<file path="src/core/oerr_pkg.sv">
// Purpose: shared constants and carriers for the output fault reporting block
// Assumes: 32-bit AXI4-Lite register access, 12-bit angles
// Notes: duty codes are in 1/1600 steps of the carrier period
package oerr_pkg;
    localparam int unsigned OERR_NFLT = 13;
    localparam int unsigned OERR_ANG_W = 12;
    // register byte offsets
    localparam logic [7:0] OERR_REG_SETTINGS = 8'h00;
    localparam logic [7:0] OERR_REG_FLT_EN = 8'h04;
    localparam logic [7:0] OERR_REG_ENC_CFG = 8'h08;
    localparam logic [7:0] OERR_REG_OFFSET = 8'h0c;
    localparam logic [7:0] OERR_REG_FAULTS = 8'h10;
    localparam logic [7:0] OERR_REG_REPORT = 8'h14;
    localparam logic [7:0] OERR_REG_ANGLE = 8'h18;
    localparam logic [7:0] OERR_REG_CTRL = 8'h1c;
    // field positions
    localparam int unsigned OERR_B_REPORT_EN = 0;
    localparam int unsigned OERR_B_REPORT_SEL = 1;
    localparam int unsigned OERR_B_LOW_PWR_DIS = 20;
    localparam int unsigned OERR_B_ENC_PLL = 6;
    localparam int unsigned OERR_B_ENC_OSC = 7;
    localparam int unsigned OERR_B_HALF_TURN = 19;
    localparam int unsigned OERR_B_CLR_TOV = 0;
    // fault index = priority - 1
    localparam int unsigned OERR_F_OSC = 0;
    localparam int unsigned OERR_F_MEM_U = 1;
    localparam int unsigned OERR_F_SELFTEST = 2;
    localparam int unsigned OERR_F_PLL = 3;
    localparam int unsigned OERR_F_ZERO = 4;
    localparam int unsigned OERR_F_AVG = 5;
    localparam int unsigned OERR_F_UV = 6;
    localparam int unsigned OERR_F_FLD_LO = 7;
    localparam int unsigned OERR_F_MEM_C = 8;
    localparam int unsigned OERR_F_SAT = 9;
    localparam int unsigned OERR_F_FLD_HI = 10;
    localparam int unsigned OERR_F_TEMP = 11;
    localparam int unsigned OERR_F_TOV = 12;
    localparam logic [12:0] OERR_LATCHED = 13'h0007;
    localparam logic [12:0] OERR_ONCE = 13'h0120;
    // pwm carrier, normal period in clocks, halved carrier doubles it
    localparam logic [10:0] OERR_PWM_PERIOD = 11'h320;
    localparam logic [10:0] OERR_DUTY_SCALE = 11'h640;
    // duty in 1/1600 of the doubled period
    localparam logic [10:0] OERR_DUTY_TAB [13] = '{
        11'h050, 11'h0aa, 11'h104, 11'h15e, 11'h1b8, 11'h212, 11'h26c,
        11'h2c6, 11'h320, 11'h37a, 11'h3d4, 11'h42e, 11'h488};
    localparam logic [11:0] OERR_HALF_TURN = 12'h800;
    localparam logic [1:0] OERR_RESP_OKAY = 2'b00;
    localparam logic [1:0] OERR_RESP_SLVERR = 2'b10;

    typedef struct packed {
        logic osc_mismatch;
        logic mem_uncorrectable;
        logic self_test;
        logic pll_unlocked;
        logic zero_cross;
        logic averaging_span;
        logic analog_regulator_low;
        logic supply_low;
        logic uv_mask_analog;
        logic uv_mask_supply;
        logic field_low;
        logic memory_corrected;
        logic saturation;
        logic field_high;
        logic temperature_range;
        logic turns_overflow;
    } oerr_fault_in_type;

    typedef struct packed {
        logic pwm_out;
        logic pwm_oe;
        logic [2:0] enc_out;
    } oerr_pins_type;

    typedef enum logic [2:0] {
        OERR_W_IDLE = 3'b001,
        OERR_W_RESP = 3'b010,
        OERR_W_HOLD = 3'b100
    } oerr_wstate_type;
endpackage

</file>
<file path="src/core/oerr_top.sv">
// Purpose: fault reporting on pwm and encoder outputs, plus output angle
// Assumes: fault flags and raw angle arrive synchronous to aclk
// Notes: registers over AXI4-Lite; unmapped addresses answer SLVERR
`timescale 1ns/100ps
module oerr_top
    import oerr_pkg::*;
(
    // clock and reset
    input wire logic aclk,
    input wire logic aresetn,
    // axi4-lite write
    input wire logic [7:0] s_axi_awaddr,
    input wire logic s_axi_awvalid,
    output logic s_axi_awready,
    input wire logic [31:0] s_axi_wdata,
    input wire logic [3:0] s_axi_wstrb,
    input wire logic s_axi_wvalid,
    output logic s_axi_wready,
    output logic [1:0] s_axi_bresp,
    output logic s_axi_bvalid,
    input wire logic s_axi_bready,
    // axi4-lite read
    input wire logic [7:0] s_axi_araddr,
    input wire logic s_axi_arvalid,
    output logic s_axi_arready,
    output logic [31:0] s_axi_rdata,
    output logic [1:0] s_axi_rresp,
    output logic s_axi_rvalid,
    input wire logic s_axi_rready,
    // fault detectors and angle path
    input wire oerr_pkg::oerr_fault_in_type fault_in,
    input wire logic [11:0] raw_angle,
    input wire logic [2:0] enc_in,
    input wire logic [2:0] enc_invert,
    input wire logic pwm_normal,
    // outputs
    output oerr_pkg::oerr_pins_type pins,
    output logic [11:0] out_angle,
    output logic low_power_disable
);
    import oerr_pkg::*;

    typedef struct packed {
        oerr_wstate_type wst;
        logic aw_got;
        logic w_got;
        logic [7:0] aw_addr;
        logic [31:0] w_data;
        logic [3:0] w_strb;
        logic bvalid;
        logic [1:0] bresp;
        logic arready;
        logic rvalid;
        logic [31:0] rdata;
        logic [1:0] rresp;
        logic [31:0] settings;
        logic [12:0] flt_en;
        logic [31:0] enc_cfg;
        logic [11:0] zero_offset;
        logic [12:0] pending;
        logic [12:0] once_shown;
        logic [10:0] cnt;
        logic [3:0] cur;
        logic cur_valid;
        oerr_pins_type pins;
        logic [11:0] angle;
    } oerr_state_type;

    oerr_state_type s_q;
    oerr_state_type s_d;

    logic [12:0] active;
    logic [12:0] report;
    logic [3:0] top_idx;
    logic top_valid;
    logic uv_now;
    logic enc_fault;
    logic [11:0] ang_off;
    logic [31:0] wmask;
    logic [31:0] wval;
    logic wr_fire;
    logic [10:0] duty_thr;

    // ------------------------------------------------------------
    // fault condition gathering
    // ------------------------------------------------------------
    always_comb
    begin
        uv_now = (fault_in.analog_regulator_low & ~fault_in.uv_mask_analog)
            | (fault_in.supply_low & ~fault_in.uv_mask_supply);
        active = '0;
        active[OERR_F_OSC] = fault_in.osc_mismatch;
        active[OERR_F_MEM_U] = fault_in.mem_uncorrectable;
        active[OERR_F_SELFTEST] = fault_in.self_test;
        active[OERR_F_PLL] = fault_in.pll_unlocked;
        active[OERR_F_ZERO] = fault_in.zero_cross;
        active[OERR_F_AVG] = fault_in.averaging_span;
        active[OERR_F_UV] = uv_now;
        active[OERR_F_FLD_LO] = fault_in.field_low;
        active[OERR_F_MEM_C] = fault_in.memory_corrected;
        active[OERR_F_SAT] = fault_in.saturation;
        active[OERR_F_FLD_HI] = fault_in.field_high;
        active[OERR_F_TEMP] = fault_in.temperature_range;
        active[OERR_F_TOV] = fault_in.turns_overflow;
        // latched and once-only kinds live in pending, levels pass straight
        report = ((s_q.pending & (OERR_LATCHED | OERR_ONCE | (13'h0001 << OERR_F_TOV)))
            | (active & ~(OERR_LATCHED | OERR_ONCE | (13'h0001 << OERR_F_TOV))))
            & s_q.flt_en;
        top_valid = 1'b0;
        top_idx = '0;
        for (int i = OERR_NFLT - 1; i >= 0; i--)
        begin
            if (report[i])
            begin
                top_valid = 1'b1;
                top_idx = 4'(i);
            end
        end
        enc_fault = (s_q.enc_cfg[OERR_B_ENC_OSC] & fault_in.osc_mismatch)
            | (s_q.enc_cfg[OERR_B_ENC_PLL] & fault_in.pll_unlocked);
        ang_off = raw_angle - s_q.zero_offset;
        duty_thr = OERR_DUTY_TAB[s_q.cur];
    end

    // ------------------------------------------------------------
    // register write data merge
    // ------------------------------------------------------------
    always_comb
    begin
        wmask = {{8{s_q.w_strb[3]}}, {8{s_q.w_strb[2]}}, {8{s_q.w_strb[1]}}, {8{s_q.w_strb[0]}}};
        wval = s_q.w_data & wmask;
        wr_fire = (s_q.wst == OERR_W_IDLE) & s_q.aw_got & s_q.w_got;
    end

    // ------------------------------------------------------------
    // next state
    // ------------------------------------------------------------
    always_comb
    begin
        s_d = s_q;
        // axi write channel capture, either order
        if (s_axi_awvalid & ~s_q.aw_got & (s_q.wst == OERR_W_IDLE))
        begin
            s_d.aw_got = 1'b1;
            s_d.aw_addr = s_axi_awaddr;
        end
        if (s_axi_wvalid & ~s_q.w_got & (s_q.wst == OERR_W_IDLE))
        begin
            s_d.w_got = 1'b1;
            s_d.w_data = s_axi_wdata;
            s_d.w_strb = s_axi_wstrb;
        end
        // pending faults: set wins over any clear in the same cycle
        if (s_q.cur_valid & (s_q.cnt == 11'h000) & OERR_ONCE[s_q.cur])
        begin
            s_d.pending[s_q.cur] = 1'b0;
        end
        case (s_q.wst)
            OERR_W_IDLE:
            begin
                if (wr_fire)
                begin
                    s_d.aw_got = 1'b0;
                    s_d.w_got = 1'b0;
                    s_d.bvalid = 1'b1;
                    s_d.bresp = OERR_RESP_OKAY;
                    s_d.wst = OERR_W_RESP;
                    case (s_q.aw_addr)
                        OERR_REG_SETTINGS: s_d.settings = (s_q.settings & ~wmask) | wval;
                        OERR_REG_FLT_EN: s_d.flt_en =
                            13'((s_q.flt_en & ~wmask[12:0]) | wval[12:0]);
                        OERR_REG_ENC_CFG: s_d.enc_cfg = (s_q.enc_cfg & ~wmask) | wval;
                        OERR_REG_OFFSET: s_d.zero_offset =
                            (s_q.zero_offset & ~wmask[11:0]) | wval[11:0];
                        OERR_REG_CTRL:
                        begin
                            if (wval[OERR_B_CLR_TOV])
                            begin
                                s_d.pending[OERR_F_TOV] = 1'b0;
                            end
                        end
                        OERR_REG_FAULTS, OERR_REG_REPORT, OERR_REG_ANGLE: ;
                        default: s_d.bresp = OERR_RESP_SLVERR;
                    endcase
                end
            end
            OERR_W_RESP:
            begin
                if (s_axi_bready)
                begin
                    s_d.bvalid = 1'b0;
                    s_d.wst = OERR_W_IDLE;
                end
            end
            default: s_d.wst = OERR_W_IDLE;
        endcase
        s_d.pending = s_d.pending | (active & (OERR_LATCHED | OERR_ONCE));
        s_d.pending[OERR_F_TOV] = s_d.pending[OERR_F_TOV] | fault_in.turns_overflow;
        // axi read
        s_d.arready = 1'b0;
        if (s_axi_arvalid & ~s_q.arready & ~s_q.rvalid)
        begin
            s_d.arready = 1'b1;
            s_d.rvalid = 1'b1;
            s_d.rresp = OERR_RESP_OKAY;
            case (s_axi_araddr)
                OERR_REG_SETTINGS: s_d.rdata = s_q.settings;
                OERR_REG_FLT_EN: s_d.rdata = {19'h00000, s_q.flt_en};
                OERR_REG_ENC_CFG: s_d.rdata = s_q.enc_cfg;
                OERR_REG_OFFSET: s_d.rdata = {20'h00000, s_q.zero_offset};
                OERR_REG_FAULTS: s_d.rdata = {19'h00000, report};
                OERR_REG_REPORT: s_d.rdata = {27'h0000000, s_q.cur_valid, s_q.cur};
                OERR_REG_ANGLE: s_d.rdata = {20'h00000, s_q.angle};
                OERR_REG_CTRL: s_d.rdata = 32'h00000000;
                default:
                begin
                    s_d.rdata = 32'h00000000;
                    s_d.rresp = OERR_RESP_SLVERR;
                end
            endcase
        end
        else if (s_q.rvalid & s_axi_rready)
        begin
            s_d.rvalid = 1'b0;
        end
        // pwm fault carrier: period doubled, duty from the latched code
        if (s_q.cnt == OERR_DUTY_SCALE - 11'h001)
        begin
            s_d.cnt = 11'h000;
        end
        else
        begin
            s_d.cnt = s_q.cnt + 11'h001;
        end
        if (s_q.cnt == 11'h000)
        begin
            s_d.cur = top_idx; // code changes only on period boundaries
            s_d.cur_valid = top_valid;
        end
        s_d.pins.pwm_oe = 1'b1;
        s_d.pins.pwm_out = pwm_normal;
        if (s_q.settings[OERR_B_REPORT_EN] & top_valid)
        begin
            if (~s_q.settings[OERR_B_REPORT_SEL])
            begin
                s_d.pins.pwm_oe = 1'b0;
                s_d.pins.pwm_out = 1'b0;
            end
            else if (s_q.cur_valid)
            begin
                s_d.pins.pwm_out = (s_q.cnt < duty_thr);
            end
        end
        // encoder outputs forced high ahead of inversion
        s_d.pins.enc_out = (enc_fault ? 3'b111 : enc_in) ^ enc_invert;
        // angle pipeline
        s_d.angle = s_q.enc_cfg[OERR_B_HALF_TURN] ?
            12'(ang_off + OERR_HALF_TURN) : ang_off;
    end

    // ------------------------------------------------------------
    // state register
    // ------------------------------------------------------------
    always_ff @(posedge aclk)
    begin
        if (!aresetn)
        begin
            s_q <= '0;
            s_q.wst <= OERR_W_IDLE;
            s_q.pins.pwm_oe <= 1'b1;
        end
        else
        begin
            s_q <= s_d;
        end
    end

    // ------------------------------------------------------------
    // outputs
    // ------------------------------------------------------------
    assign s_axi_awready = s_q.aw_got;
    assign s_axi_wready = s_q.w_got;
    assign s_axi_bvalid = s_q.bvalid;
    assign s_axi_bresp = s_q.bresp;
    assign s_axi_arready = s_q.arready;
    assign s_axi_rvalid = s_q.rvalid;
    assign s_axi_rdata = s_q.rdata;
    assign s_axi_rresp = s_q.rresp;
    assign pins = s_q.pins;
    assign out_angle = s_q.angle;
    assign low_power_disable = s_q.settings[OERR_B_LOW_PWR_DIS];
endmodule // oerr_top

</file>
<file path="config.mk">
export PLATFORM = sky130hd
export DESIGN_NAME = oerr_top
export DESIGN_NICKNAME = d
export VERILOG_FILES = /design/src/core/oerr_pkg.sv /design/src/core/oerr_top.sv
export SDC_FILE = /design/constraint.sdc
export NUM_CORES = 1
export LEC_CHECK = 0
export ABC_AREA = 1
export ABC_CLOCK_PERIOD_IN_PS = 3600
export BUFFER_PORTS_ARGS = -buffer_cell sky130_fd_sc_hd__clkbuf_2
export CELL_PAD_IN_SITES_DETAIL_PLACEMENT = 1
export CELL_PAD_IN_SITES_GLOBAL_PLACEMENT = 1
export CORE_ASPECT_RATIO = 2
export CORE_MARGIN = 2
export CORE_UTILIZATION = 44
export DETAILED_ROUTE_END_ITERATION = 6
export HOLD_SLACK_MARGIN = 0.05
export PLACE_DENSITY = 0.82
export SLEW_MARGIN = 20
export SYNTH_ARGS = -nofsm -noshare
export SYNTH_HDL_FRONTEND = slang
export SYNTH_SLANG_ARGS = --single-unit
</file>
<file path="constraint.sdc">
create_clock -name aclk -period 3.6 [get_ports aclk]
set_clock_uncertainty 0.1 [all_clocks]
set_input_delay 0.18 -clock aclk [delete_from_list [all_inputs] [get_ports aclk]]
set_output_delay 0.18 -clock aclk [all_outputs]
set_load 0.1 [all_outputs]
</file>
==> impl_metrics.py, run 1 <==
metrics = {
    "status": {
        "outcome": "finished, final reports clean",
    },
    "clocking": {
        "cts_inserted_buffers": 21,
        "cts_num_sinks": 214,
        "clock_latency_ns": 0.53,
        "cts_max_path_buffers": 3,
        "ctsRootBufferMaster": "sky130_fd_sc_hd__clkbuf_16",
        "post-cts-setup-buffer-count": 0,
        "tritoncts": "done",
        "post_cts_resize_count": 0,
        "cts_clock_pin_slew_for_the_worst_setup_and_hold_paths_ns": 0.07,
        "cts_htree_levels": 1,
        "cts-hold-fix-buffers": 89,
    },
    "logic_synthesis": {
        "syn-mean-instance-area_um2": 7.28,
        "post_synth_inst_count": 1353,
        "synth_top_cells_by_area": "sky130_fd_sc_hd__dfxtp_1 43%, sky130_fd_sc_hd__a21oi_1 8.9%, sky130_fd_sc_hd__o21ai_0 8.5%",
        "synth.lib_cells_used.distinct": 43,
        "ys_seq_area_frac": 0.435,
        "ys_seq_elements": 214,
        "yosysWarningCount": 0,
        "edff_count_synth": 0,
        "synth_top_flop_cell": "sky130_fd_sc_hd__dfxtp_1",
        "synth_most_common_cell": "sky130_fd_sc_hd__dfxtp_1",
        "leading_post_synthesis_cells_by_instance_count": "214 x sky130_fd_sc_hd__dfxtp_1, 201 x sky130_fd_sc_hd__nand2_1, 175 x sky130_fd_sc_hd__a21oi_1, 171 x sky130_fd_sc_hd__inv_1, 167 x sky130_fd_sc_hd__o21ai_0",
        "netlist.area_leader.share": 0.435,
        "yosys.area.top_type": "sky130_fd_sc_hd__dfxtp_1",
        "ys_async_sr_fraction": 0,
        "synth_area_mm2": 0.00985,
    },
    "power": {
        "total_power_uw": 5480,
        "vdd.ir_drop.worst_mv": 0.374,
        "power_per_cell_area_mw_per_mm2": 458,
        "p_leak_uw": 0.00495,
    },
    "global_routing": {
        "grt_max_degree": 57,
        "global_route_wire_length_before_repair_um": 54800,
        "grt_antenna_before_repair": 0,
        "first_global_vias": 10800,
        "grt_overflow_total": 0,
        "track_usage": 0.300,
    },
    "setup_path": {
        "critPathRequiredTime_ns": 3.94,
        "timing.critical_path.arrival_ns": 3.15,
        "worst-setup-path-type": "in2reg",
        "worstSetupStartpointType": "input port",
        "worst_setup_path_end_kind": "flip-flop",
        "worstPathMaxFanout": 13,
    },
    "detailed_routing": {
        "1st_pass_router_iterations": 5,
        "first_iter_violations": 427,
        "route.detailed.drc": 0,
        "via_count": 9908,
        "antenna_violating_nets_post_route": 0,
        "routed_via_density": 5.48,
        "detail_route.wl_per_cell_um": 19.5,
        "routed_wl_um": 35200,
    },
    "floorplan": {
        "initial_utilization": 0.447,
        "dieArea_mm2": 0.0237,
        "dieHeight_um": 216,
        "fp.dieW_um": 110,
        "top_level_ports": 153,
        "std_cell_rows": 77,
        "core_mm2": 0.0221,
    },
    "layout": {
        "stdcell_count": 1809,
        "drive_gt1_frac": 0.136,
        "area_growth_pct": 21.6,
        "design.final.nets": 1642,
        "n_antenna_cell": 0,
        "multiInputGateArea_mm2": 0.00429,
        "area.sequential_mm2": 0.00428,
        "nFillCells": 2859,
        "postLayoutCoreUtil": 0.543,
    },
    "place": {
        "placed_cells": 1682,
        "dp.final_hpwl_um": 24100,
        "port-buffer-count": 150,
        "place_congestion": 0.912,
    },
    "timing": {
        "post-route-period-util": 0.778,
        "setup_viol": 0,
        "max_slew_violation_count": 0,
        "slew-limit-headroom": 0.472,
        "timing.hold.ws_ns": 0.0699,
        "period_minus_slack_ns": 2.80,
        "unrepaired_setup_endpoints_after_global_routing": "false",
        "hold_viol_final": 0,
        "fin_tns_setup_ns": 0,
        "worstMarginPinSlew_ns": 0.787,
        "fmax_ghz": 0.357,
    },
    "run": {
        "maxCapViolations": 0,
    },
    "worst_hold_path": {
        "hp-class": "in2reg",
    },
}
## cell usage in the layout, fill, tap and decap left out, types with 2 or more instances in the layout
cell,synthesis,layout
sky130_fd_sc_hd__nand2_1,201,201
sky130_fd_sc_hd__nand3_1,33,33
sky130_fd_sc_hd__o21bai_1,2,2
sky130_fd_sc_hd__nor2_1,138,138
sky130_fd_sc_hd__o22ai_1,34,34
sky130_fd_sc_hd__dfxtp_1,214,214
sky130_fd_sc_hd__a21oi_1,175,175
sky130_fd_sc_hd__a21o_1,2,2
sky130_fd_sc_hd__nor4_1,5,5
sky130_fd_sc_hd__xor2_1,2,2
sky130_fd_sc_hd__o21ai_0,167,167
sky130_fd_sc_hd__a211oi_1,3,3
sky130_fd_sc_hd__ha_1,29,29
sky130_fd_sc_hd__o21ai_1,4,4
sky130_fd_sc_hd__or2_2,3,3
sky130_fd_sc_hd__buf_4,53,12
sky130_fd_sc_hd__o31ai_1,2,2
sky130_fd_sc_hd__nor3_2,3,2
sky130_fd_sc_hd__inv_2,2,3
sky130_fd_sc_hd__inv_1,171,170
sky130_fd_sc_hd__bufinv_16,0,2
sky130_fd_sc_hd__nor3_4,1,2
sky130_fd_sc_hd__o221ai_1,2,2
sky130_fd_sc_hd__dlygate4sd3_1,0,89
sky130_fd_sc_hd__conb_1,1,2
sky130_fd_sc_hd__clkbuf_1,43,3
sky130_fd_sc_hd__nand4_1,20,20
sky130_fd_sc_hd__o21a_1,3,3
sky130_fd_sc_hd__a31oi_1,4,4
sky130_fd_sc_hd__nor3b_1,2,2
sky130_fd_sc_hd__nor3_1,8,8
sky130_fd_sc_hd__clkbuf_16,0,21
sky130_fd_sc_hd__clkinv_2,0,8
sky130_fd_sc_hd__clkinv_1,3,3
sky130_fd_sc_hd__clkbuf_2,0,149
## flip-flops by register name, summed over array words and instances (netlist names), named ones only
register           count
low_power_disable      1
out_angle             12
pins                   5
s_axi_arready          1
s_axi_awready          1
s_axi_bresp            1
s_axi_bvalid           1
s_axi_rdata           32
s_axi_rresp            1
s_axi_rvalid           1
s_axi_wready           1
s_q                  156
## where the power goes
part           switching [uW]  internal, uW  total [uW]
logic                     486           230         716
registers                84.5          2450        2540
clock network             986          1250        2230
## layout make-up
class | instances | share of cell area
Timing Repair Buffer | 250 | 0.144
Sequential cell | 214 | 0.358
Clock buffer | 25 | 0.0459
Inverter | 176 | 0.0551
Multi-Input combinational cell | 855 | 0.358
Clock inverter | 13 | 0.0104
Tap cell | 276 | 0.0288
## cells by family after synthesis
group	Yosys count	share of synthesized area
xor gates and xnor gates	3	0.00267
and+or+nand+nor	418	0.178
adders and majority gates	30	0.0389
other	1	0.000381
DFF	214	0.435
AOI/OAI and AO/OA	402	0.214
buffers and inverters	285	0.131
## per-layer routing
layer	track usage	share of wire	vias to the layer above	wire, um
met5	0	0	-	0
met4	0.206	0.076	0	2690
met3	0.0371	0.032	127	1140
met2	0.581	0.56	234	19700
met1	0.272	0.33	4822	11700
li1	-	-	4725	-
## worst max-delay path, stage by stage
cell and delay (ns):
sky130_fd_sc_hd__dlygate4sd3_1 0.53, sky130_fd_sc_hd__clkbuf_2 0.10, sky130_fd_sc_hd__nor2_1 0.09, sky130_fd_sc_hd__dlygate4sd3_1 0.56
sky130_fd_sc_hd__nand2_1 0.09, sky130_fd_sc_hd__nor2_1 0.39, sky130_fd_sc_hd__nand2_1 0.51, sky130_fd_sc_hd__o22ai_1 0.31
sky130_fd_sc_hd__nor2_1 0.08, sky130_fd_sc_hd__nand4_1 0.10, sky130_fd_sc_hd__nand2_1 0.07, sky130_fd_sc_hd__a21oi_1 0.14
## per-stage QoR
step                      setup WS (ns)  area (um^2)
final                             0.799        12000
after global routing              0.558        12000
after floorplan                    1.12         9860
after detailed placement           1.10        10400
after global placement             1.16        10400
after CTS                         0.855        12000
## path summary, 6_finish.rpt
check                       startpoint                     endpoint  slack, ns  depth (start not counted)
setup / recovery       s_axi_araddr[6]  s_axi_rdata[7]$_SDFFE_PN0P_       0.80                         12
hold / removal            raw_angle[6]      out_angle[6]$_SDFF_PN0_       0.07                          4
setup reg to reg  s_q[59]$_SDFFE_PN0P_     out_angle[10]$_SDFF_PN0_       0.90                         12
hold reg to reg   s_q[86]$_SDFFE_PN0P_         s_q[86]$_SDFFE_PN0P_       0.36                          2
No activity file was read; power rests on OpenSTA's default activity.
==> run 2: changes to the inputs <==
--- a/config.mk
+++ b/config.mk
@@ -6,16 +6,16 @@
 export NUM_CORES = 1
 export LEC_CHECK = 0
 export ABC_AREA = 1
-export ABC_CLOCK_PERIOD_IN_PS = 3600
+export ABC_CLOCK_PERIOD_IN_PS = 2400
 export BUFFER_PORTS_ARGS = -buffer_cell sky130_fd_sc_hd__clkbuf_2
 export CELL_PAD_IN_SITES_DETAIL_PLACEMENT = 1
 export CELL_PAD_IN_SITES_GLOBAL_PLACEMENT = 1
 export CORE_ASPECT_RATIO = 2
 export CORE_MARGIN = 2
-export CORE_UTILIZATION = 44
+export CORE_UTILIZATION = 37
 export DETAILED_ROUTE_END_ITERATION = 6
 export HOLD_SLACK_MARGIN = 0.05
-export PLACE_DENSITY = 0.82
+export PLACE_DENSITY = 0.73
 export SLEW_MARGIN = 20
 export SYNTH_ARGS = -nofsm -noshare
 export SYNTH_HDL_FRONTEND = slang
==> constraint.sdc (replaced) <==
create_clock -name aclk -period 2.4 [get_ports aclk]
set_clock_uncertainty 0.1 [all_clocks]
set_input_delay 0.12 -clock aclk [delete_from_list [all_inputs] [get_ports aclk]]
set_output_delay 0.12 -clock aclk [all_outputs]
set_load 0.1 [all_outputs]
==> run 2 against run 1 <==
Net effect:
- design area up 3.2%
- count of clock-buffer cells in the layout up 3
- utilization down 7.3 points
- sequential power up 50%
- critical path depth up 1
- worst hold slack worse by 0.028 ns
- critical endpoint is now pins[4]$_SDFF_PN0_
- largest cell class unchanged
==> impl_metrics.py, run 2 (synthesized netlist as in run 1, its figures left out) <==
metrics = {
    "timing": {
        "timing.hold.ws_ns": 0.0417,
        "post-route-period-util": 0.973,
        "fmax_ghz": 0.428,
        "worstMarginPinSlew_ns": 0.582,
        "unrepaired_setup_endpoints_after_global_routing": "true",
        "slew-limit-headroom": 0.614,
        "period_minus_slack_ns": 2.34,
        "setup_viol": 0,
        "final.setup.worst_slack_ns": 0.0643,
        "max_slew_violation_count": 0,
        "hold_viol_final": 0,
    },
    "place": {
        "port-buffer-count": 150,
        "place_congestion": 0.900,
        "placed_cells": 1773,
        "dp.final_hpwl_um": 25600,
        "dp_worst_setup_slack_ns": -0.102,
    },
    "setup_path": {
        "rr_endpoint": "pins[4]$_SDFF_PN0_",
        "critPathBufInv": 2,
        "crit_path_max_incr_delay_ns": 0.38,
        "timing.rr.start": "s_q[18]$_SDFFE_PN0N_",
        "critPathRequiredTime_ns": 2.69,
        "worstSetupStartpointType": "flip-flop",
        "worst-setup-path-type": "reg2reg",
        "gate_family_responsible_for_the_most_delay_along_the_worst_path": "adder cells",
        "critical_path_cell_sequence": "clkinvlp_4 -> ha_4 -> inv_2 -> o21ai_2 -> o21ai_1 -> ha_1 -> nand2_2 -> nor4_4 -> o21ai_1 -> nand3_1 -> nand2_1 -> nand4_1 -> a21oi_1",
        "timing.critical_path.arrival_ns": 2.62,
        "path_common_cell": "sky130_fd_sc_hd__o21ai_1",
        "reg2regPathDepth": 13,
        "ff2ff_setup_slack_ns": 0.06,
        "cp_slowest_cell": "sky130_fd_sc_hd__dfxtp_4",
        "worst_setup_path_end_kind": "flip-flop",
        "worstPathMaxFanout": 4,
    },
    "worst_hold_path": {
        "timing.hold.worst_path_depth": 4,
        "worstHoldEndpoint": "s_q[193]$_SDFFE_PN0P_",
        "hp-start": "s_axi_wvalid",
        "hp-class": "in2reg",
    },
    "clocking": {
        "ctsRootBufferMaster": "sky130_fd_sc_hd__clkbuf_16",
        "tritoncts": "done",
        "cts_max_path_buffers": 3,
        "cts_inserted_buffers": 21,
        "cts_htree_levels": 1,
        "clock_latency_ns": 0.52,
        "cts_num_sinks": 214,
        "cts_clock_pin_slew_for_the_worst_setup_and_hold_paths_ns": 0.07,
    },
    "floorplan": {
        "dieArea_mm2": 0.0280,
        "core_mm2": 0.0263,
        "top_level_ports": 153,
        "initial_utilization": 0.375,
        "fp.dieW_um": 119,
        "std_cell_rows": 84,
        "dieHeight_um": 235,
    },
    "status": {
        "outcome": "finished, final reports clean",
    },
    "power": {
        "power_per_cell_area_mw_per_mm2": 666,
        "vdd.ir_drop.worst_mv": 0.562,
        "p_leak_uw": 0.00509,
    },
    "detailed_routing": {
        "1st_pass_router_iterations": 4,
        "first_iter_violations": 328,
        "antenna_violating_nets_post_route": 0,
        "route.detailed.drc": 0,
        "routed_via_density": 5.09,
        "via_count": 9678,
        "routed_wl_um": 35300,
        "detail_route.wl_per_cell_um": 18.5,
    },
    "layout": {
        "largest-register": "s_q",
        "nFillCells": 3361,
        "most-common-layout-cells": "209 x sky130_fd_sc_hd__dfxtp_1, 198 x sky130_fd_sc_hd__nand2_1, 175 x sky130_fd_sc_hd__a21oi_1",
        "area_growth_pct": 25.5,
        "mostFrequentLayoutCell": "sky130_fd_sc_hd__dfxtp_1",
        "design.final.nets": 1668,
        "n_antenna_cell": 0,
        "largest_register_ffs": 156,
        "stdcell_count": 1902,
        "drive_gt1_frac": 0.164,
    },
    "global_routing": {
        "first_global_vias": 10400,
        "track_usage": 0.251,
        "global_route_wire_length_before_repair_um": 55300,
        "grt_overflow_total": 0,
        "grt_max_degree": 63,
        "grt_antenna_before_repair": 0,
    },
    "run": {
        "maxCapViolations": 0,
    },
}
run 2: changes by cell type in the layout (fill, tap and decap cells not counted), sizes merged:
cell	change
clkinv	-3
inv	-2
clkbuf	+3
buf	+25
bufinv	-1
clkinvlp	+2
dlygate4sd3	+1
run 2: final cells by class:
type                    instances  area [um^2]  area share
repair buffers                276         1950       0.158
multi-input cells             855         4350       0.351
clock inverters                 9         78.8     0.00638
clock buffers                  28          602      0.0487
inverters                     176          664      0.0537
well taps                     344          430      0.0348
flip-flops and latches        214         4290       0.347
run 2: repair_timing:
action	CTS	global route
gates cloned	0	0
pin swaps	0	6
endpoints found under the hold margin	90	0
gates resized for setup	3	27
setup buffers	0	2
hold buffers	90	0
setup endpoints to repair	1	23
run 2: report_power, final:
group          switching [uW]  leakage [uW]  total (uW)  internal [uW]
clock network            1450      0.000335        3330           1880
registers                 123       0.00175        3800           3680
logic                     730       0.00301        1100            374
total                    2310       0.00509        8230           5930
run 2: per-stage QoR:
| stage | total power [uW] | util | TNS (ns) | instance area, um^2 |
|---|---|---|---|---|
| final | 8230 | 0.471 | 0 | 12400 |
| after global placement | 4800 | 0.407 | -0.0846 | 10700 |
| after floorplan | 4510 | - | 0 | 9860 |
| after global routing | 8550 | 0.471 | -0.112 | 12400 |
| after detailed placement | 4830 | 0.407 | -0.102 | 10700 |
| after CTS | 8270 | 0.468 | 0 | 12300 |
run 2: how the worst max path moves through the flow:
stage | cells after the start | from | end
2_1_floorplan | 13 | s_q[18]$_SDFFE_PN0N_ | pins[4]$_SDFF_PN0_
3_3_place_gp | 13 | s_q[18]$_SDFFE_PN0N_ | pins[4]$_SDFF_PN0_
3_5_place_dp | 13 | s_q[18]$_SDFFE_PN0N_ | pins[4]$_SDFF_PN0_
4_1_cts | 13 | s_q[18]$_SDFFE_PN0N_ | pins[4]$_SDFF_PN0_
5_1_grt | 13 | s_q[18]$_SDFFE_PN0N_ | pins[4]$_SDFF_PN0_
6_report | 13 | s_q[18]$_SDFFE_PN0N_ | pins[4]$_SDFF_PN0_
run 2: per-layer routing:
metal  vias up  wire [um]  track usage
li1       4783          -            -
met1      4624      12000        0.229
met2       184      20200        0.516
met3        87        835       0.0233
met4         0       2210        0.148
met5         -          0            0
run 2: worst min-delay path: cells and delay by family:
kind | cells | cell delay (ns)
AOI/OAI and AO/OA | 1 | 0.11
buffers and inverters | 1 | 0.09
and+or+nand+nor | 2 | 0.30
